==> config.mk <==
export PLATFORM = sky130hd
export DESIGN_NAME = exception_event_registers
export DESIGN_NICKNAME = d
export VERILOG_FILES = /design/src/design/exc_event_pkg.sv /design/src/design/exc_code_store.sv /design/src/design/exception_event_registers.sv
export VERILOG_INCLUDE_DIRS = /design/src /design/src/design
export SDC_FILE = /design/constraint.sdc
export NUM_CORES = 1
export LEC_CHECK = 0
export ABC_AREA = 1
export ABC_CLOCK_PERIOD_IN_PS = 1900
export BUFFER_PORTS_ARGS = -buffer_cell sky130_fd_sc_hd__buf_2
export CORE_ASPECT_RATIO = 0.6
export CORE_UTILIZATION = 50
export DETAILED_ROUTE_END_ITERATION = 16
export PLACE_DENSITY = 0.86
export SLEW_MARGIN = 20
export SYNTH_ARGS = -nofsm -noshare
export SYNTH_HDL_FRONTEND = slang
export SYNTH_HIERARCHICAL = 1
export SYNTH_SLANG_ARGS = --single-unit
==> constraint.sdc <==
create_clock -name CLK -period 1.9 [get_ports CLK]
set_input_delay 0.285 -clock CLK [delete_from_list [all_inputs] [get_ports CLK]]
set_output_delay 0.285 -clock CLK [all_outputs]
set_load 0.03 [all_outputs]
==> src/design/exc_event_regs.svh <==
// Register map constants for the exception event register set
`ifndef EXC_EVENT_REGS_SVH
`define EXC_EVENT_REGS_SVH
`define ADDR_TRAP_IMMEDIATE   32'hFF000020
`define ADDR_EXCEPTION_CAUSE  32'hFF000024
`define ADDR_INTERRUPT_CAUSE  32'hFF000028
`define ALIAS_IGNORE_BITS     3
`define ADDR_MATCH_MASK       32'h1FFFFFFF
`define EXC_CODE_W            12
`define INT_CODE_W            14
`define TRAP_IMM_W            8
`define TRAP_IMM_LSB          2
`define EXC_RESET_POWERON     12'h000
`define EXC_RESET_MANUAL      12'h020
`define REG_INDEX_W           2
`endif

==> src/design/exc_event_pkg.sv <==
// Types shared by the exception event register set
package exc_event_pkg;
   typedef enum logic [1:0] {
      SEL_NONE,
      SEL_TRAP,
      SEL_EXC,
      SEL_INT
   } reg_sel_t;

   typedef struct packed {
      logic        valid;
      logic        write;
      logic [31:0] addr;
      logic [31:0] wdata;
   } bus_req_t;
endpackage

==> src/design/exc_code_store.sv <==
// Small register store for one hardware-loaded, software-writable code
`timescale 1ns/1ps
module exc_code_store #(
   parameter int W = 12
) (
   input  wire logic         clk,
   input  wire logic         hw_load,
   input  wire logic [W-1:0] hw_code,
   input  wire logic         sw_load,
   input  wire logic [W-1:0] sw_code,
   output logic      [W-1:0] rdata
);
   logic [W-1:0] data_q;
   logic [W-1:0] data_d;

   // Hardware capture wins over a software write in the same cycle
   always_comb begin
      data_d = data_q;
      if (hw_load) begin
         data_d = hw_code;
      end else if (sw_load) begin
         data_d = sw_code;
      end
   end

   // No reset: contents undefined until first load
   always_ff @(posedge clk) begin
      data_q <= data_d;
   end

   assign rdata = data_q;
endmodule

==> src/design/exception_event_registers.sv <==
// Exception, interrupt and trap cause registers on the control space
`timescale 1ns/1ps
`include "exc_event_regs.svh"
// Function
// [RULE1] Exception cause at FF000024, alias 1F000024, 32-bit read/write.
// [RULE2] Exception cause resets to zero on power-on, 0x20 on manual reset.
// [RULE3] Exception cause holds 12-bit code, loaded on reset or general exception.
// [RULE4] Software write replaces exception cause until next hardware exception.
// [RULE5] Interrupt cause at FF000028 with alias, holds 14-bit code on interrupt.
// [RULE6] Interrupt cause accepts software writes; no reset value needed.
// [RULE7] Trap immediate at FF000020 stores 8-bit immediate in bits 9..2.
// [RULE8] Trap immediate accepts software writes; reset contents undefined.
// [RULE9] Reserved bits read zero; software writes only zero there.
// [RULE10] Upper three address bits ignored so both aliases decode alike.
// [RULE11] Exception code written to bits 11..0 before handler branch.
// [RULE12] Hardware capture beats software write in the same cycle.
module exception_event_registers (
   input  wire logic                     CLK,
   input  wire logic                     RESET_N,
   input  wire logic                     MANUAL_RESET,
   input  wire exc_event_pkg::bus_req_t  REQ,
   input  wire logic                     EXC_TAKEN,
   input  wire logic [11:0]              EXC_CODE,
   input  wire logic                     INT_TAKEN,
   input  wire logic [13:0]              INT_CODE,
   input  wire logic                     TRAP_TAKEN,
   input  wire logic [7:0]               TRAP_IMM,
   output logic                          ACK,
   output logic                          HIT,
   output logic [31:0]                   RDATA
);
   exc_event_pkg::reg_sel_t sel;
   logic [11:0]             exc_q;
   logic [11:0]             exc_d;
   logic [13:0]             int_rd;
   logic [7:0]              trap_rd;
   logic                    ack_q;
   logic                    ack_d;
   logic                    hit_q;
   logic                    hit_d;
   logic [31:0]             rdata_q;
   logic [31:0]             rdata_d;
   logic                    manual_q;
   logic                    manual_d;
   logic                    sw_exc;
   logic                    sw_int;
   logic                    sw_trap;

   // One masked compare per register serves both aliases
   // [RULE10] alias address folding
   function automatic exc_event_pkg::reg_sel_t decode(input logic [31:0] a);
      logic [31:0] m;
      m = a & `ADDR_MATCH_MASK;
      if (m == (`ADDR_TRAP_IMMEDIATE & `ADDR_MATCH_MASK)) begin
         return exc_event_pkg::SEL_TRAP;
      end else if (m == (`ADDR_EXCEPTION_CAUSE & `ADDR_MATCH_MASK)) begin
         return exc_event_pkg::SEL_EXC;
      end else if (m == (`ADDR_INTERRUPT_CAUSE & `ADDR_MATCH_MASK)) begin
         return exc_event_pkg::SEL_INT;
      end
      return exc_event_pkg::SEL_NONE;
   endfunction

   // [RULE10] decode both aliases
   assign sel     = decode(REQ.addr);
   assign sw_exc  = REQ.valid && REQ.write && (sel == exc_event_pkg::SEL_EXC);
   assign sw_int  = REQ.valid && REQ.write && (sel == exc_event_pkg::SEL_INT);
   assign sw_trap = REQ.valid && REQ.write && (sel == exc_event_pkg::SEL_TRAP);

   // [RULE5] interrupt code store
   exc_code_store #(
      .W (`INT_CODE_W)
   ) u_int_store (
      .clk     (CLK),
      .hw_load (INT_TAKEN),
      .hw_code (INT_CODE),
      .sw_load (sw_int),
      .sw_code (REQ.wdata[`INT_CODE_W-1:0]),
      .rdata   (int_rd)
   );

   // [RULE7] trap immediate store
   exc_code_store #(
      .W (`TRAP_IMM_W)
   ) u_trap_store (
      .clk     (CLK),
      .hw_load (TRAP_TAKEN),
      .hw_code (TRAP_IMM),
      .sw_load (sw_trap),
      .sw_code (REQ.wdata[`TRAP_IMM_LSB +: `TRAP_IMM_W]),
      .rdata   (trap_rd)
   );

   // Manual reset request is synchronous: it loads the manual code
   always_comb begin
      manual_d = MANUAL_RESET;
      exc_d    = exc_q;
      // [RULE2] manual reset code
      if (manual_q) begin
         exc_d = `EXC_RESET_MANUAL;
      // [RULE12] hardware wins
      end else if (EXC_TAKEN) begin
         // [RULE11] code into bits 11..0
         exc_d = EXC_CODE;
      end else if (sw_exc) begin
         // [RULE4] software overwrite
         exc_d = REQ.wdata[`EXC_CODE_W-1:0];
      end
   end

   // Read mux; reserved bits forced to zero
   // Writes answer zero so write data never looks like a read
   always_comb begin
      ack_d   = REQ.valid;
      hit_d   = REQ.valid && (sel != exc_event_pkg::SEL_NONE);
      rdata_d = 32'h00000000;
      if (REQ.valid && !REQ.write) begin
         unique case (sel)
            // [RULE9] zero reserved bits
            exc_event_pkg::SEL_TRAP: rdata_d = {22'h000000, trap_rd, 2'h0};
            exc_event_pkg::SEL_EXC:  rdata_d = {20'h00000, exc_q};
            exc_event_pkg::SEL_INT:  rdata_d = {18'h00000, int_rd};
            exc_event_pkg::SEL_NONE: rdata_d = 32'h00000000;
         endcase
      end
   end

   // [RULE2] power-on reset value
   always_ff @(posedge CLK or negedge RESET_N) begin
      if (!RESET_N) begin
         exc_q    <= `EXC_RESET_POWERON;
         manual_q <= 1'h0;
      end else begin
         exc_q    <= exc_d;
         manual_q <= manual_d;
      end
   end

   // Response flops keep every output glitch-free
   always_ff @(posedge CLK or negedge RESET_N) begin
      if (!RESET_N) begin
         ack_q   <= 1'h0;
         hit_q   <= 1'h0;
         rdata_q <= 32'h00000000;
      end else begin
         ack_q   <= ack_d;
         hit_q   <= hit_d;
         rdata_q <= rdata_d;
      end
   end

   assign ACK   = ack_q;
   assign HIT   = hit_q;
   assign RDATA = rdata_q;

   // Assertions
   exc_capture_a: assert property (@(posedge CLK) disable iff (!RESET_N) // [RULE3]
      (EXC_TAKEN && !manual_q) |=> (exc_q == $past(EXC_CODE)))
      else $error("exception code not captured");

   exc_manual_a: assert property (@(posedge CLK) disable iff (!RESET_N) // [RULE2]
      manual_q |=> (exc_q == `EXC_RESET_MANUAL))
      else $error("manual reset code wrong");

   exc_swwrite_a: assert property (@(posedge CLK) disable iff (!RESET_N) // [RULE4]
      (sw_exc && !EXC_TAKEN && !manual_q) |=> (exc_q == $past(REQ.wdata[11:0])))
      else $error("software write lost");

   exc_hwwins_a: assert property (@(posedge CLK) disable iff (!RESET_N) // [RULE12]
      (sw_exc && EXC_TAKEN && !manual_q && (REQ.wdata[11:0] != EXC_CODE))
      |=> (exc_q != $past(REQ.wdata[11:0])))
      else $error("software beat hardware");

   int_readback_a: assert property (@(posedge CLK) disable iff (!RESET_N) // [RULE5]
      (INT_TAKEN ##1 (REQ.valid && !REQ.write && sel == exc_event_pkg::SEL_INT && !INT_TAKEN && !sw_int))
      |=> (RDATA == {18'h00000, $past(INT_CODE, 2)}))
      else $error("interrupt code readback wrong");

   trap_readback_a: assert property (@(posedge CLK) disable iff (!RESET_N) // [RULE7]
      (TRAP_TAKEN ##1 (REQ.valid && !REQ.write && sel == exc_event_pkg::SEL_TRAP && !TRAP_TAKEN && !sw_trap))
      |=> (RDATA == {22'h000000, $past(TRAP_IMM, 2), 2'h0}))
      else $error("trap immediate readback wrong");

   reserved_zero_a: assert property (@(posedge CLK) disable iff (!RESET_N) // [RULE9]
      $past(REQ.valid && !REQ.write && sel == exc_event_pkg::SEL_EXC) |-> (RDATA[31:12] == 20'h00000))
      else $error("reserved bits not zero");

   alias_hit_a: assert property (@(posedge CLK) disable iff (!RESET_N) // [RULE10]
      (REQ.valid && (REQ.addr == (`ADDR_EXCEPTION_CAUSE & `ADDR_MATCH_MASK))) |=> HIT)
      else $error("alias address missed");

   ack_once_a: assert property (@(posedge CLK) disable iff (!RESET_N) // [RULE1]
      REQ.valid |=> ACK)
      else $error("access not acknowledged");

   exc_read_a: assert property (@(posedge CLK) disable iff (!RESET_N) // [RULE1]
      (REQ.valid && !REQ.write && REQ.addr == `ADDR_EXCEPTION_CAUSE) |=> (RDATA[11:0] == $past(exc_q)))
      else $error("exception cause readback wrong");

   cov_exc_c:   cover property (@(posedge CLK) disable iff (!RESET_N) EXC_TAKEN ##1 sw_exc);
   cov_clash_c: cover property (@(posedge CLK) disable iff (!RESET_N) EXC_TAKEN && sw_exc);
   cov_alias_c: cover property (@(posedge CLK) disable iff (!RESET_N)
      REQ.valid && REQ.addr == (`ADDR_INTERRUPT_CAUSE & `ADDR_MATCH_MASK));
   cov_manual_c: cover property (@(posedge CLK) disable iff (!RESET_N) manual_q);
   cov_trap_c:   cover property (@(posedge CLK) disable iff (!RESET_N)
      TRAP_TAKEN ##1 (REQ.valid && (sel == exc_event_pkg::SEL_TRAP)));

   // Idle bus keeps every response low
   ack_idle_a: assert property (@(posedge CLK) disable iff (!RESET_N) // [RULE1]
      !REQ.valid
      |=> !ACK)
      else $error("acknowledge without request");

   hit_idle_a: assert property (@(posedge CLK) disable iff (!RESET_N) // [RULE1]
      !REQ.valid
      |=> !HIT)
      else $error("hit without request");

   rdata_idle_a: assert property (@(posedge CLK) disable iff (!RESET_N) // [RULE9]
      !REQ.valid
      |=> (RDATA == 32'h00000000))
      else $error("read data not cleared");

   ack_pulse_a: assert property (@(posedge CLK) disable iff (!RESET_N) // [RULE1]
      ACK
      |-> $past(REQ.valid))
      else $error("acknowledge not caused by request");

   hit_ack_a: assert property (@(posedge CLK) disable iff (!RESET_N) // [RULE1]
      HIT
      |-> ACK)
      else $error("hit without acknowledge");

   exc_hit_a: assert property (@(posedge CLK) disable iff (!RESET_N) // [RULE1]
      (REQ.valid && (REQ.addr == `ADDR_EXCEPTION_CAUSE))
      |=> HIT)
      else $error("exception cause address missed");

   unmapped_miss_a: assert property (@(posedge CLK) disable iff (!RESET_N) // [RULE1]
      (REQ.valid && (sel == exc_event_pkg::SEL_NONE))
      |=> (!HIT && (RDATA == 32'h00000000)))
      else $error("unmapped address answered");

   write_quiet_a: assert property (@(posedge CLK) disable iff (!RESET_N) // [RULE4]
      (REQ.valid && REQ.write)
      |=> (RDATA == 32'h00000000))
      else $error("write returned data");

   // Register contents hold and capture
   exc_hold_a: assert property (@(posedge CLK) disable iff (!RESET_N) // [RULE4]
      (!manual_q && !EXC_TAKEN && !sw_exc)
      |=> $stable(exc_q))
      else $error("exception cause changed unasked");

   manual_load_a: assert property (@(posedge CLK) disable iff (!RESET_N) // [RULE2]
      MANUAL_RESET
      |-> ##2 (exc_q == `EXC_RESET_MANUAL))
      else $error("manual reset code not loaded");

   int_hwwins_a: assert property (@(posedge CLK) disable iff (!RESET_N) // [RULE12]
      INT_TAKEN
      |=> (int_rd == $past(INT_CODE)))
      else $error("interrupt code not captured");

   trap_hwwins_a: assert property (@(posedge CLK) disable iff (!RESET_N) // [RULE12]
      TRAP_TAKEN
      |=> (trap_rd == $past(TRAP_IMM)))
      else $error("trap immediate not captured");

   int_swwrite_a: assert property (@(posedge CLK) disable iff (!RESET_N) // [RULE6]
      (sw_int && !INT_TAKEN)
      |=> (int_rd == $past(REQ.wdata[`INT_CODE_W-1:0])))
      else $error("interrupt cause write lost");

   trap_swwrite_a: assert property (@(posedge CLK) disable iff (!RESET_N) // [RULE8]
      (sw_trap && !TRAP_TAKEN)
      |=> (trap_rd == $past(REQ.wdata[`TRAP_IMM_LSB +: `TRAP_IMM_W])))
      else $error("trap immediate write lost");

   // Aliases and reserved fields
   int_alias_a: assert property (@(posedge CLK) disable iff (!RESET_N) // [RULE10]
      (REQ.valid && (REQ.addr == (`ADDR_INTERRUPT_CAUSE & `ADDR_MATCH_MASK)))
      |=> HIT)
      else $error("interrupt alias missed");

   trap_alias_a: assert property (@(posedge CLK) disable iff (!RESET_N) // [RULE10]
      (REQ.valid && (REQ.addr == (`ADDR_TRAP_IMMEDIATE & `ADDR_MATCH_MASK)))
      |=> HIT)
      else $error("trap alias missed");

   alias_read_a: assert property (@(posedge CLK) disable iff (!RESET_N) // [RULE10]
      (REQ.valid && !REQ.write && (REQ.addr == (`ADDR_EXCEPTION_CAUSE & `ADDR_MATCH_MASK)))
      |=> (RDATA[`EXC_CODE_W-1:0] == $past(exc_q)))
      else $error("alias readback wrong");

   trap_low_zero_a: assert property (@(posedge CLK) disable iff (!RESET_N) // [RULE7]
      (REQ.valid && !REQ.write && (sel == exc_event_pkg::SEL_TRAP))
      |=> (RDATA[`TRAP_IMM_LSB-1:0] == 2'h0))
      else $error("trap low bits not zero");

   int_reserved_a: assert property (@(posedge CLK) disable iff (!RESET_N) // [RULE9]
      (REQ.valid && !REQ.write && (sel == exc_event_pkg::SEL_INT))
      |=> (RDATA[31:`INT_CODE_W] == 18'h00000))
      else $error("interrupt reserved bits not zero");
endmodule

== Yosys cells after proc, flatten, opt, wreduce, memory -nomap -nowiden ==
Index checks and enable logic that the tools add are counted.
Word-level totals
  input port bits: 106
  output and inout port bits: 34
  logic and storage cells: 41
  bits in registers: 69
Operators by class
  mux-type cells: 16
  eq/ne operators: 6
  reductions and logical operators: 12
Operator list (count)
  $pmux 32 s4: 1
  $eq 29x29->1 const B: 3
  $mux 12: 3
  $mux 32: 1
  $mux 14: 2
  $mux 8: 2
  $mux 2: 4
  $logic_and 1x1->1: 6
  $reduce_bool 2->1: 3
  $eq 2x2->1 const B: 2
  $mux 1: 3
  $reduce_bool 3->1: 1
  $eq 2x1->1 const B: 1
  $logic_not 2->1: 1
  $logic_not 1->1: 1

== Longest topological paths before layout ==
Gate-level depths: netlist of the first run.
  word-level depth: 10
  gate-level depth with buffers: 10
  mapped depth without buffers: 9

== Hierarchy ==
The synthesis of the first run kept the hierarchy.
By module, submodules not included
  exception_event_registers: sequential area each 725.7 µm², times used 1, cells each 274, area each 1956.9 µm²
  exc_code_store at u_int_store: sequential area each 420.4 µm², times used 1, cells each 60, area each 606.8 µm²
  exc_code_store at u_trap_store: sequential area each 240.2 µm², times used 1, cells each 35, area each 351.6 µm²

== Least setup slack after synthesis of the first run ==
Ideal clock, no wire load.
  path type: input to register
  start: input port REQ[53] in the netlist's numbering
  end: register u_trap_store.data_q[0] (netlist: u_trap_store/rdata[0]), enable pin
  path buffers: 1
  arrival time: 1.318 ns
  required time: 1.570 ns
  setup slack: 0.252 ns
  stages on the path: 7
  library setup time: 0.330 ns
  cell sequence: nor2_1 -> nand3_2 -> nor2_8 -> nand3_2 -> buf_6 -> nor2_1 -> or2_1
On the way
  cells in the longest elaborated chain, start to end: 8
  elaborated cells between the ends (all ways): 12
  those cells by class: eq/ne: 4; mux: 6; reduce/logical: 2
RTL lines
  start, declared: line exception_event_registers.sv:21  | input wire exc_event_pkg::bus_req_t REQ,
  $eq 29x29->1: line exception_event_registers.sv:58  | end else if (m == (`ADDR_INTERRUPT_CAUSE & `ADDR_MATCH_MASK)) begin
  $mux 1: line exception_event_registers.sv:58
  $mux 1: line exception_event_registers.sv:56  | end else if (m == (`ADDR_EXCEPTION_CAUSE & `ADDR_MATCH_MASK)) begin
  $mux 1: line exception_event_registers.sv:54  | if (m == (`ADDR_TRAP_IMMEDIATE & `ADDR_MATCH_MASK)) begin
  $mux 2 *: line exception_event_registers.sv:61  | return exc_event_pkg::SEL_NONE;
  $eq 2x1->1 *: line exception_event_registers.sv:68  | assign sw_trap = REQ.valid && REQ.write && (sel == exc_event_pkg::SEL_TRAP);
  $logic_and 1x1->1 *: line exception_event_registers.sv:68
  named net sw_trap: line exception_event_registers.sv:47  | logic sw_trap;
  $reduce_bool 2->1 (no line) *
  end signal, assigned: line exc_code_store.sv:28  | data_q <= data_d;
  end, declared: line exc_code_store.sv:13  | logic [W-1:0] data_q;
Mark *: on every way through the listed nets, which the timed path passes. The rest lies on a longest branch.
A chain may end at the register's enable or synchronous reset.

== Final worst setup path of the first run ==
  start: input port REQ[55] in the netlist's numbering
  end: register exc_q[4]
On the way
  cells in the longest elaborated chain, start to end: 8
  elaborated cells between the ends (all ways): 12
  those cells by class: eq/ne: 4; mux: 6; reduce/logical: 2
RTL lines
  $eq 29x29->1: line exception_event_registers.sv:58
  $mux 1: line exception_event_registers.sv:58
  $mux 1: line exception_event_registers.sv:56
  $mux 1: line exception_event_registers.sv:54
  $mux 2 *: line exception_event_registers.sv:61
  $eq 2x2->1 *: line exception_event_registers.sv:66  | assign sw_exc = REQ.valid && REQ.write && (sel == exc_event_pkg::SEL_EXC);
  $logic_and 1x1->1 *: line exception_event_registers.sv:66
  $reduce_bool 3->1 (no line) *
  end signal, assigned: line exception_event_registers.sv:131  | exc_q <= `EXC_RESET_POWERON;
  end, declared: line exception_event_registers.sv:33  | logic [11:0] exc_q;
Mark *: on every way between the ends. The rest lies on a longest branch, timed or not.

==> load_flow_metrics.sql, run 1 <==
INSERT INTO impl_metrics (metric_group, metric, value, unit) VALUES
('critical_path', 'required', '2.15', 'ns'),
('yosys', 'syn_area_per_cell', '7.90', 'sq um'),
('power_and_ir_drop', 'pleak', '2.04', 'nW'),
('drt', 'drtIter0Drc', '244', ''),
('yosys', 'ys_warn_count', '6', ''),
('yosys', 'yosys.area.top_type_share', '0.249', ''),
('die', 'fp.dieArea', '0.00615', 'sq mm'),
('cts', 'cts_root_buffer', 'clkbuf_8', ''),
('sta', 'worst-slew-pin-transition', '0.655', 'ns'),
('layout', 'nets', '572', ''),
('place', 'place.port_buffers', '100', ''),
('layout', 'final_core_utilization', '0.622', ''),
('yosys', 'synthTopCellsByArea', 'dfrtp_1, edfxtp_1, nand2_1', ''),
('yosys', 'ys_ff_latch', '51', ''),
('outcome', 'result_of_the_run', 'complete, but fails checks', ''),
('yosys', 'synthesis.area', '0.00292', 'sq mm'),
('yosys', 'syn-instance-count', '369', ''),
('sta', 'maxSlewViolCount', '0', ''),
('yosys', 'yosysTopAreaCell', 'dfrtp_1', ''),
('yosys', 'synth_cell_types', '21', ''),
('layout', 'fillerInstances', '502', ''),
('die', 'num_rows', '21', ''),
('cts', 'ctsResizeCount', '0', ''),
('cts', 'cts_buffers', '5', ''),
('layout', 'area_overhead_vs_synth', '19.4', '%'),
('hold_path', 'min_path_type', 'primary input to async pin', ''),
('drt', 'drcViolationCount', '0', ''),
('layout', 'layout_common_cells', 'nand2_1, buf_2, nand3_1', ''),
('sta', 'period_share', '0.760', ''),
('global_route', 'grtUsageTotal', '0.223', ''),
('cts', 'holdBufCountCts', '0', ''),
('drt', 'via_count', '2550', ''),
('layout', 'num_antenna_cells', '0', ''),
('sta', 'holdWs', '-0.00245', 'ns'),
('drt', 'routed_wirelength', '6470', 'microns'),
('cts', 'max-clock-path-buffers', '2', ''),
('drt', 'drt-vias-per-instance', '4.66', ''),
('sta', 'setup_viol', '0', ''),
('sta', 'fin_worst_skew', '0.00972', 'ns'),
('cts', 'htree_levels', '2', ''),
('cts', 'worst_setup_hold_path_clk_slew', '0.09', 'ns'),
('die', 'floorplan.initialDensity', '0.521', ''),
('drt', 'routed_wirelength_normalized_by_instance_count', '11.8', 'microns'),
('layout', 'mostFrequentLayoutCell', 'nand2_1', ''),
('global_route', 'globalRouteOverflowTotal', '0', ''),
('global_route', 'antenna_found_initial', '0', ''),
('layout', 'layout-drive-gt1-share', '0.291', ''),
('place', 'detailed_place_hpwl', '5090', 'microns'),
('sta', 'max_freq', '693', 'MHz'),
('power_and_ir_drop', 'power.ir.vdd_worst', '0.355', 'mV'),
('drt', 'drt-pass1-iter-count', '5', ''),
('global_route', 'maximum_number_of_pins_on_one_net_before_global_route_repair', '30', ''),
('sta', 'grt_setup_unrepaired', 'false', ''),
('critical_path', 'path_class', 'primary input to flip-flop', ''),
('layout', 'area_of_combinational_cells_with_multiple_inputs', '0.00122', 'sq mm'),
('global_route', 'first_pass_grt_wire_length', '10100', 'microns'),
('flow_run', 'maxCapViolations', '0', ''),
('critical_path', 'worstPathMaxFanout', '25', ''),
('sta', 'timing.setup.tns', '0', 'ns'),
('critical_path', 'cp-start-kind', 'primary input', ''),
('place', 'finalWeightedCongestion', '0.836', ''),
('drt', 'postRouteAntennaNets', '0', ''),
('critical_path', 'worstPathArrival', '1.70', 'ns'),
('die', 'die_width', '101', 'microns'),
('layout', 'seq_area', '0.00139', 'sq mm'),
('sta', 'minimum_period_implied_by_the_final_worst_setup_slack', '1.44', 'ns'),
('cts', 'cts_tree', 'yes', ''),
('global_route', 'grt_pass1_vias', '2170', ''),
('cts', 'clkSinkCount', '51', ''),
('die', 'floorplan.core_area', '0.00560', 'sq mm'),
('die', 'die_height', '61.1', 'microns'),
('power_and_ir_drop', 'powerDensity', '665', 'mW/mm^2'),
('cts', 'cts_post_setup_buffers_inserted', '0', ''),
('critical_path', 'end_kind', 'flip-flop', ''),
('outcome', 'violations', 'negative hold slack', ''),
('cts', 'clk_latency', '0.31', 'ns'),
('sta', 'worst_slew_margin_rel', '0.563', ''),
('yosys', 'synth.yosys.seq_area_share', '0.476', ''),
('sta', 'finalHoldViolations', '4', ''),
('die', 'ioPinCount', '140', '');
## kinds of logic (layout without fill, tap and decap cells)
family          after synthesis  count (layout)  synth area share
other cells                   1              18           0.00129
buf+inv                      66             147             0.128
simple gates                227             227             0.354
flops                        51              51             0.476
compound gates               24              24            0.0412
## worst paths after layout
| kind | startpoint | end | slack (ns) | depth (start not counted) |
|---|---|---|---|---|
| setup / recovery | REQ[55] | exc_q[4] | 0.46 | 9 |
| min in group CLK | MANUAL_RESET | manual_q | 0.08 | 1 |
| hold / removal | RESET_N | RDATA[4] | -0.002 | 1 |
| hold reg to reg | u_int_store/rdata[12] | RDATA[12] | 0.50 | 2 |
| max in group asynchronous | RESET_N | exc_q[2] | 1.47 | 1 |
| setup reg to reg | manual_q | exc_q[4] | 0.62 | 5 |
## cell usage after synthesis (all sizes together)
cell type  count
or2            2
buf           28
clkbuf         4
inv           34
nand3b         1
nand2        146
dfrtp         29
a21oi         24
conb           1
edfxtp        22
nand3         50
nor2          28
## worst max-delay path: stages
cell and delay [ns]:
buf_2 0.09, nor2_1 0.17, nand3_2 0.15, nor2_8 0.13, buf_4 0.28, nand3b_4 0.21, nand2_4 0.17, nand2_1 0.11
nand2_1 0.08
## final cells by class
type / instances / area share
clock buffers: 5 / 0.0198
well taps: 80 / 0.0288
clock inverters: 3 / 0.0111
multi-input cells: 269 / 0.351
inverters: 34 / 0.0367
repair buffers: 105 / 0.155
flip-flops and latches: 51 / 0.398
## metal layers
metal / share of wire / vias to the layer above / track usage
met2: 0.39 / 149 / 0.323
met4: 0.012 / 0 / 0.0621
met5: 0 / - / 0
li1: - / 1315 / -
met1: 0.50 / 1077 / 0.336
met3: 0.098 / 9 / 0.0533
## report_power, final
part           internal (mW)  switching, mW  total, mW
clock network          0.386          0.347      0.733
registers               1.23         0.0290       1.25
logic                  0.116          0.212      0.328
total                   1.73          0.589       2.32
## state kept, by name (all words and copies together) (netlist names)
signal,flops
ACK,1
RDATA,14
u_int_store/rdata,14
manual_q,1
HIT,1
exc_q,12
u_trap_store/rdata,8
## per-stage QoR
step | setup slack, ns | cell area, sq um | total power, mW | std cells
3_5_place_dp | 0.134 | 3370 | 1.60 | 539
2_1_floorplan | 0.252 | 2980 | 1.49 | 386
4_1_cts | 0.458 | 3480 | 2.32 | 547
3_3_place_gp | 0.147 | 3370 | 1.59 | 539
6_report | 0.456 | 3480 | 2.32 | 547
5_1_grt | 0.296 | 3480 | 2.41 | 547
No activity file was read; power rests on OpenSTA's default activity.
==> run 2, diff against run 1 <==
--- a/config.mk
+++ b/config.mk
@@ -6,13 +6,13 @@
 export SDC_FILE = /design/constraint.sdc
 export NUM_CORES = 1
 export LEC_CHECK = 0
-export ABC_AREA = 1
-export ABC_CLOCK_PERIOD_IN_PS = 1900
+export ABC_AREA = 0
+export ABC_CLOCK_PERIOD_IN_PS = 1200
 export BUFFER_PORTS_ARGS = -buffer_cell sky130_fd_sc_hd__buf_2
 export CORE_ASPECT_RATIO = 0.6
-export CORE_UTILIZATION = 50
+export CORE_UTILIZATION = 41
 export DETAILED_ROUTE_END_ITERATION = 16
-export PLACE_DENSITY = 0.86
+export PLACE_DENSITY = 0.76
 export SLEW_MARGIN = 20
 export SYNTH_ARGS = -nofsm -noshare
 export SYNTH_HDL_FRONTEND = slang
==> constraint.sdc (replaced) <==
create_clock -name CLK -period 1.2 [get_ports CLK]
set_input_delay 0.18 -clock CLK [delete_from_list [all_inputs] [get_ports CLK]]
set_output_delay 0.18 -clock CLK [all_outputs]
set_load 0.03 [all_outputs]
==> load_flow_metrics.sql, run 2 <==
INSERT INTO impl_metrics (metric_group, metric, value, unit) VALUES
('global_route', 'antenna_found_initial', '0', ''),
('global_route', 'grt_util_met1', '0.232', ''),
('sta', 'minimum_period_implied_by_the_final_worst_setup_slack', '1.74', 'ns'),
('yosys', 'syn_area_per_cell', '12.9', 'sq um'),
('yosys', 'syn-instance-count', '209', ''),
('drt', 'drt-vias-per-instance', '4.91', ''),
('yosys', 'synth_enable_flop_cells', '22', ''),
('outcome', 'violations', 'negative setup slack', ''),
('critical_path', 'cp_slowest_cell', 'or4b_4', ''),
('die', 'num_rows', '22', ''),
('yosys', 'postSynth.asyncResetShare', '0.569', ''),
('yosys', 'ys_warn_count', '6', ''),
('critical_path', 'end_kind', 'flip-flop', ''),
('global_route', 'gr-max-usage-layer', 'met2', ''),
('layout', 'mostFrequentLayoutCell', 'buf_2', ''),
('sta', 'worst_slew_margin_rel', '0.574', ''),
('cts', 'cts_tree', 'yes', ''),
('layout', 'layout-drive-gt1-share', '0.583', ''),
('layout', 'seq_area', '0.00139', 'sq mm'),
('cts', 'htree_levels', '2', ''),
('critical_path', 'required', '1.40', 'ns'),
('layout', 'layout_common_cells', 'buf_2, dfrtp_1, mux2_4', ''),
('sta', 'fin_worst_skew', '0.00346', 'ns'),
('die', 'fp.dieArea', '0.00694', 'sq mm'),
('cts', 'cts_buffers', '5', ''),
('critical_path', 'worstPathArrival', '1.94', 'ns'),
('place', 'finalWeightedCongestion', '0.786', ''),
('layout', 'fillerInstances', '514', ''),
('critical_path', 'cp_num_buf_inv', '2', ''),
('flow_run', 'maxCapViolations', '0', ''),
('die', 'die_height', '64.9', 'microns'),
('sta', 'finalHoldViolations', '0', ''),
('critical_path', 'path_class', 'primary input to flip-flop', ''),
('global_route', 'met2_usage', '0.298', ''),
('global_route', 'globalRouteMet3Util', '0.0523', ''),
('cts', 'worst_setup_hold_path_clk_slew', '0.09', 'ns'),
('yosys', 'most_used_standard_cell_by_instance_count_after_synthesis', 'nor2_1', ''),
('sta', 'layout_setup_ws', '-0.541', 'ns'),
('global_route', 'maximum_number_of_pins_on_one_net_before_global_route_repair', '30', ''),
('yosys', 'synth_cell_types', '32', ''),
('cts', 'clk_latency', '0.30', 'ns'),
('power_and_ir_drop', 'pleak', '1.79', 'nW'),
('yosys', 'synth_commonest_cells', 'nor2_1, dfrtp_1, mux2_4', ''),
('power_and_ir_drop', 'powerDensity', '1010', 'mW/mm^2'),
('cts', 'max-clock-path-buffers', '2', ''),
('global_route', 'first_pass_grt_wire_length', '9160', 'microns'),
('critical_path', 'cp-start-kind', 'primary input', ''),
('drt', 'drcViolationCount', '0', ''),
('outcome', 'result_of_the_run', 'complete, but fails checks', ''),
('layout', 'final_core_utilization', '0.583', ''),
('global_route', 'grtUsageTotal', '0.179', ''),
('sta', 'setup_viol', '48', ''),
('drt', 'drtIter0Drc', '51', ''),
('drt', 'via_count', '1988', ''),
('global_route', 'globalRouteOverflowTotal', '0', ''),
('place', 'placed_cells', '391', ''),
('drt', 'routed_wirelength_normalized_by_instance_count', '15.1', 'microns'),
('layout', 'area_overhead_vs_synth', '34.6', '%'),
('layout', 'num_antenna_cells', '0', ''),
('die', 'floorplan.core_area', '0.00625', 'sq mm'),
('hold_path', 'min_path_type', 'primary input to flip-flop', ''),
('critical_path', 'critical-path-max-stage-delay', '0.53', 'ns'),
('place', 'detailed_place_hpwl', '4350', 'microns'),
('layout', 'nets', '426', ''),
('sta', 'maxSlewViolCount', '0', ''),
('yosys', 'synth.yosys.seq_area_share', '0.512', ''),
('sta', 'max_freq', '575', 'MHz'),
('drt', 'drt-pass1-iter-count', '4', ''),
('yosys', 'ys_ff_latch', '51', ''),
('power_and_ir_drop', 'p_total', '3.70', 'mW'),
('die', 'die_width', '107', 'microns'),
('sta', 'grt_setup_unrepaired', 'true', ''),
('yosys', 'synthesis.area', '0.00271', 'sq mm'),
('drt', 'postRouteAntennaNets', '0', ''),
('die', 'ioPinCount', '140', ''),
('yosys', 'yosysTopAreaCell', 'dfrtp_1', ''),
('die', 'floorplan.initialDensity', '0.433', ''),
('cts', 'cts_root_buffer', 'clkbuf_8', ''),
('critical_path', 'path_delay_family', 'simple AND/OR/NAND/NOR gates', ''),
('cts', 'clkSinkCount', '51', ''),
('critical_path', 'path_cells', 'buf_6, or3b_4, or4b_4, o31ai_4, buf_12, mux2_4', ''),
('power_and_ir_drop', 'power.ir.vdd_worst', '0.692', 'mV'),
('sta', 'worst-slew-pin-transition', '0.638', 'ns'),
('drt', 'routed_wirelength', '6120', 'microns'),
('place', 'place.port_buffers', '100', ''),
('yosys', 'synthTopCellsByArea', 'dfrtp_1, edfxtp_1, mux2_4', ''),
('sta', 'period_share', '1.45', ''),
('layout', 'area_of_combinational_cells_with_multiple_inputs', '0.00134', 'sq mm'),
('yosys', 'postSynth.topFlopCell', 'dfrtp_1', ''),
('yosys', 'yosys.area.top_type_share', '0.268', ''),
('global_route', 'grt_pass1_vias', '1912', ''),
('layout', 'layoutNonFillerInstCount', '405', ''),
('critical_path', 'worstPathMaxFanout', '12', '');
-- run 2: where the power goes --
group,total [mW],internal (mW),switching (mW)
Sequential,1.98,1.94,0.0407
Clock,0.987,0.411,0.576
Combinational,0.725,0.362,0.363
-- run 2: timing repair --
action                                  CTS  global route
gates cloned                              1             1
endpoints found under the setup margin   48            48
endpoints found under the hold margin    30             0
pin swaps                                 7            11
resized for setup                        10            35
hold buffers                              2             0
buffers inserted                          2             1
-- run 2: layout make-up --
class	instances	share of cell area
clock buffers	5	0.0189
clock inverters	3	0.00515
inverters	2	0.00206
multi-input cells	144	0.367
flip-flops and latches	51	0.380
well taps	84	0.0288
repair buffers	116	0.198
-- run 2: logic make-up after synthesis --
logic type	after synthesis	synth area share
AO/OA/AOI/OAI	14	0.0370
buffers and inverters	32	0.0874
flip-flops	51	0.512
multiplexers	53	0.249
other	1	0.00139
AND/OR/NAND/NOR	58	0.113
-- run 2: metal layers --
layer / part of all wire / vias up
met5: 0 / -
met4: 0.0085 / 0
met3: 0.085 / 7
met2: 0.49 / 92
met1: 0.42 / 965
li1: - / 924
-- run 2: worst paths after layout --
| path | from | end | slack [ns] | cells after the start |
|---|---|---|---|---|
| max in group asynchronous | RESET_N | exc_q[4] | 0.34 | 2 |
| max reg2reg | manual_q | exc_q[1] | -0.12 | 4 |
| max | REQ[36] | exc_q[1] | -0.54 | 6 |
| min | REQ[65] | ACK | 0.1 | 2 |
| min in group asynchronous | RESET_N | RDATA[6] | 0.44 | 2 |
| min reg2reg | u_int_store/rdata[13] | RDATA[13] | 0.51 | 2 |
-- run 2: metrics by stage --
| stage | cell area, sq um | hold slack (ns) | setup TNS (ns) | setup WS [ns] |
|---|---|---|---|---|
| final | 3640 | 0.0992 | -19.85 | -0.541 |
| after global routing | 3640 | 0.0878 | -22.21 | -0.566 |
| after CTS | 3500 | 0.102 | -23.75 | -0.548 |
| after detailed placement | 3330 | 0.238 | -36.39 | -0.898 |
| after global placement | 3330 | 0.230 | -35.43 | -0.895 |
| after floorplan | 2860 | -0.116 | -25.94 | -0.755 |
==> run 3, diff against run 2 <==
--- a/config.mk
+++ b/config.mk
@@ -7,9 +7,10 @@
 export NUM_CORES = 1
 export LEC_CHECK = 0
 export ABC_AREA = 0
-export ABC_CLOCK_PERIOD_IN_PS = 1200
+export ABC_CLOCK_PERIOD_IN_PS = 1580
 export BUFFER_PORTS_ARGS = -buffer_cell sky130_fd_sc_hd__buf_2
 export CORE_ASPECT_RATIO = 0.6
+export CORE_MARGIN = 2
 export CORE_UTILIZATION = 41
 export DETAILED_ROUTE_END_ITERATION = 16
 export PLACE_DENSITY = 0.76
==> constraint.sdc (replaced) <==
create_clock -name CLK -period 1.58 [get_ports CLK]
set_input_delay 0.237 -clock CLK [delete_from_list [all_inputs] [get_ports CLK]]
set_output_delay 0.237 -clock CLK [all_outputs]
set_load 0.03 [all_outputs]
==> load_flow_metrics.sql, run 3 (same netlist as run 2, synthesis figures left out) <==
INSERT INTO impl_metrics (metric_group, metric, value, unit) VALUES
('outcome', 'result_of_the_run', 'complete, but fails checks', ''),
('outcome', 'violations', 'negative setup slack', ''),
('power_and_ir_drop', 'seq_power_share', '0.535', ''),
('critical_path', 'path_class', 'primary input to flip-flop', ''),
('global_route', 'gr-max-usage-layer', 'met2', ''),
('die', 'fp.dieArea', '0.00729', 'sq mm'),
('cts', 'max-clock-path-buffers', '2', ''),
('critical_path', 'worstPathMaxFanout', '12', ''),
('sta', 'setup_viol', '35', ''),
('power_and_ir_drop', 'power.ir.vdd_worst', '0.437', 'mV'),
('critical_path', 'worstPathArrival', '2.02', 'ns'),
('global_route', 'maximum_number_of_pins_on_one_net_before_global_route_repair', '30', ''),
('layout', 'area_overhead_vs_synth', '28.9', '%'),
('power_and_ir_drop', 'powerDensity', '808', 'mW/mm^2'),
('layout', 'finish.instance_area', '0.00349', 'sq mm'),
('power_and_ir_drop', 'pleak', '1.74', 'nW'),
('cts', 'cts_tree', 'yes', ''),
('cts', 'worst_setup_hold_path_clk_slew', '0.09', 'ns'),
('global_route', 'grt_util_met1', '0.218', ''),
('global_route', 'grt_pass1_vias', '1793', ''),
('sta', 'minimum_period_implied_by_the_final_worst_setup_slack', '1.82', 'ns'),
('power_and_ir_drop', 'power.switching', '0.725', 'mW'),
('hold_path', 'min_path_type', 'primary input to flip-flop', ''),
('layout', 'layout_common_cells', 'buf_2, nor2_1, dfrtp_1, mux2_4, edfxtp_1', ''),
('sta', 'period_share', '1.15', ''),
('sta', 'worst_slew_margin_rel', '0.569', ''),
('sta', 'fin_worst_skew', '0.00808', 'ns'),
('place', 'place.port_buffers', '100', ''),
('power_and_ir_drop', 'internal_power', '2.09', 'mW'),
('cts', 'cts_buffers', '5', ''),
('drt', 'drt-vias-per-instance', '4.77', ''),
('sta', 'layout_setup_ws', '-0.243', 'ns'),
('cts', 'clk_latency', '0.31', 'ns'),
('global_route', 'grtUsageTotal', '0.171', ''),
('drt', 'drcViolationCount', '0', ''),
('sta', 'max_freq', '549', 'MHz'),
('place', 'place_worst_setup_slack', '-0.610', 'ns'),
('drt', 'drt-pass1-iter-count', '4', ''),
('global_route', 'first_pass_grt_wire_length', '8920', 'microns'),
('global_route', 'globalRouteMet3Util', '0.0577', ''),
('layout', 'fillerInstances', '541', ''),
('die', 'die_height', '66.9', 'microns'),
('power_and_ir_drop', 'p_sw_frac', '0.257', ''),
('drt', 'via_count', '1908', ''),
('place', 'detailed_place_hpwl', '4500', 'microns'),
('place', 'placedInstanceArea', '0.00330', 'sq mm'),
('cts', 'htree_levels', '2', ''),
('power_and_ir_drop', 'p_total', '2.82', 'mW'),
('sta', 'maxSlewViolCount', '0', ''),
('critical_path', 'cp-start-kind', 'primary input', ''),
('layout', 'nets', '421', ''),
('power_and_ir_drop', 'power.clock.fraction', '0.282', ''),
('drt', 'routed_wirelength_normalized_by_instance_count', '15.3', 'microns'),
('die', 'floorplan.core_area', '0.00625', 'sq mm'),
('cts', 'cts_root_buffer', 'clkbuf_8', ''),
('sta', 'worst-slew-pin-transition', '0.647', 'ns'),
('critical_path', 'worstRegToRegCells', '4', ''),
('critical_path', 'required', '1.78', 'ns'),
('die', 'die_width', '109', 'microns'),
('power_and_ir_drop', 'combPwrFrac', '0.183', ''),
('flow_run', 'maxCapViolations', '0', ''),
('sta', 'grt_setup_unrepaired', 'true', ''),
('cts', 'clkSinkCount', '51', ''),
('sta', 'finalHoldViolations', '0', ''),
('layout', 'mostFrequentLayoutCell', 'buf_2', ''),
('drt', 'postRouteAntennaNets', '0', ''),
('global_route', 'globalRouteOverflowTotal', '0', ''),
('die', 'floorplan.initialDensity', '0.433', ''),
('die', 'num_rows', '22', ''),
('hold_path', 'hold-path-cell-count', '1', ''),
('layout', 'layout-drive-gt1-share', '0.535', ''),
('place', 'finalWeightedCongestion', '0.690', ''),
('drt', 'routed_wirelength', '6110', 'microns'),
('drt', 'drtIter0Drc', '94', ''),
('global_route', 'antenna_found_initial', '0', ''),
('critical_path', 'end_kind', 'flip-flop', ''),
('die', 'ioPinCount', '140', ''),
('global_route', 'met2_usage', '0.282', ''),
('layout', 'num_antenna_cells', '0', '');
run 3: worst paths after layout:
check	to	start	slack (ns)
setup / recovery	exc_q[9]	REQ[36]	-0.24
hold / removal	manual_q	MANUAL_RESET	0.03
setup reg to reg	exc_q[9]	manual_q	0.23
hold reg to reg	RDATA[13]	u_int_store/rdata[13]	0.50
max in group asynchronous	exc_q[8]	RESET_N	0.66
min in group asynchronous	ACK	RESET_N	0.49
run 3: timing repair:
item | in CTS | in global routing
hold buffers | 1 | 0
endpoints found under the setup margin | 48 | 47
resized for setup | 9 | 5
hold endpoints to repair | 29 | 0
setup buffers | 1 | 0
gates cloned | 1 | 0
pin swaps | 3 | 2
run 3: power by group through the flow:
stage                     sequential, mW  clock [mW]  combinational (mW)
after floorplan                     1.53           0               0.356
after global placement              1.53           0               0.490
after detailed placement            1.53           0               0.504
after CTS                           1.51       0.811               0.517
after global routing                1.52       0.871               0.562
final                               1.51       0.796               0.517
run 3: per-stage QoR:
stage	utilization	hold WS (ns)	instances	setup TNS (ns)
final	0.558	0.0339	400	-6.32
after CTS	0.554	0.0355	400	-6.40
after global placement	0.528	0.296	389	-19.94
after floorplan	-	-0.0586	226	-10.40
after detailed placement	0.528	0.306	389	-21.83
after global routing	0.558	0.0265	400	-7.63
run 3: critical path: stages:
cell	delay, ns
buf_6	0.09
or3b_4	0.41
or4b_4	0.55
o31ai_4	0.23
buf_12	0.20
mux2_4	0.31
run 3: area by class of cell:
type / instances / area [sq um] / area share
Clock buffer: 6 / 82.6 / 0.0237
Clock inverter: 2 / 16.3 / 0.00466
Inverter: 2 / 7.51 / 0.00215
Multi-Input combinational cell: 144 / 1260 / 0.360
Sequential cell: 51 / 1390 / 0.397
Tap cell: 84 / 105 / 0.0301
Timing Repair Buffer: 111 / 634 / 0.182
run 3: metal layers:
layer | wire length [microns] | share of wire
met2 | 2910 | 0.48
met4 | 34 | 0.0056
met3 | 546 | 0.089
met5 | 0 | 0
met1 | 2620 | 0.43
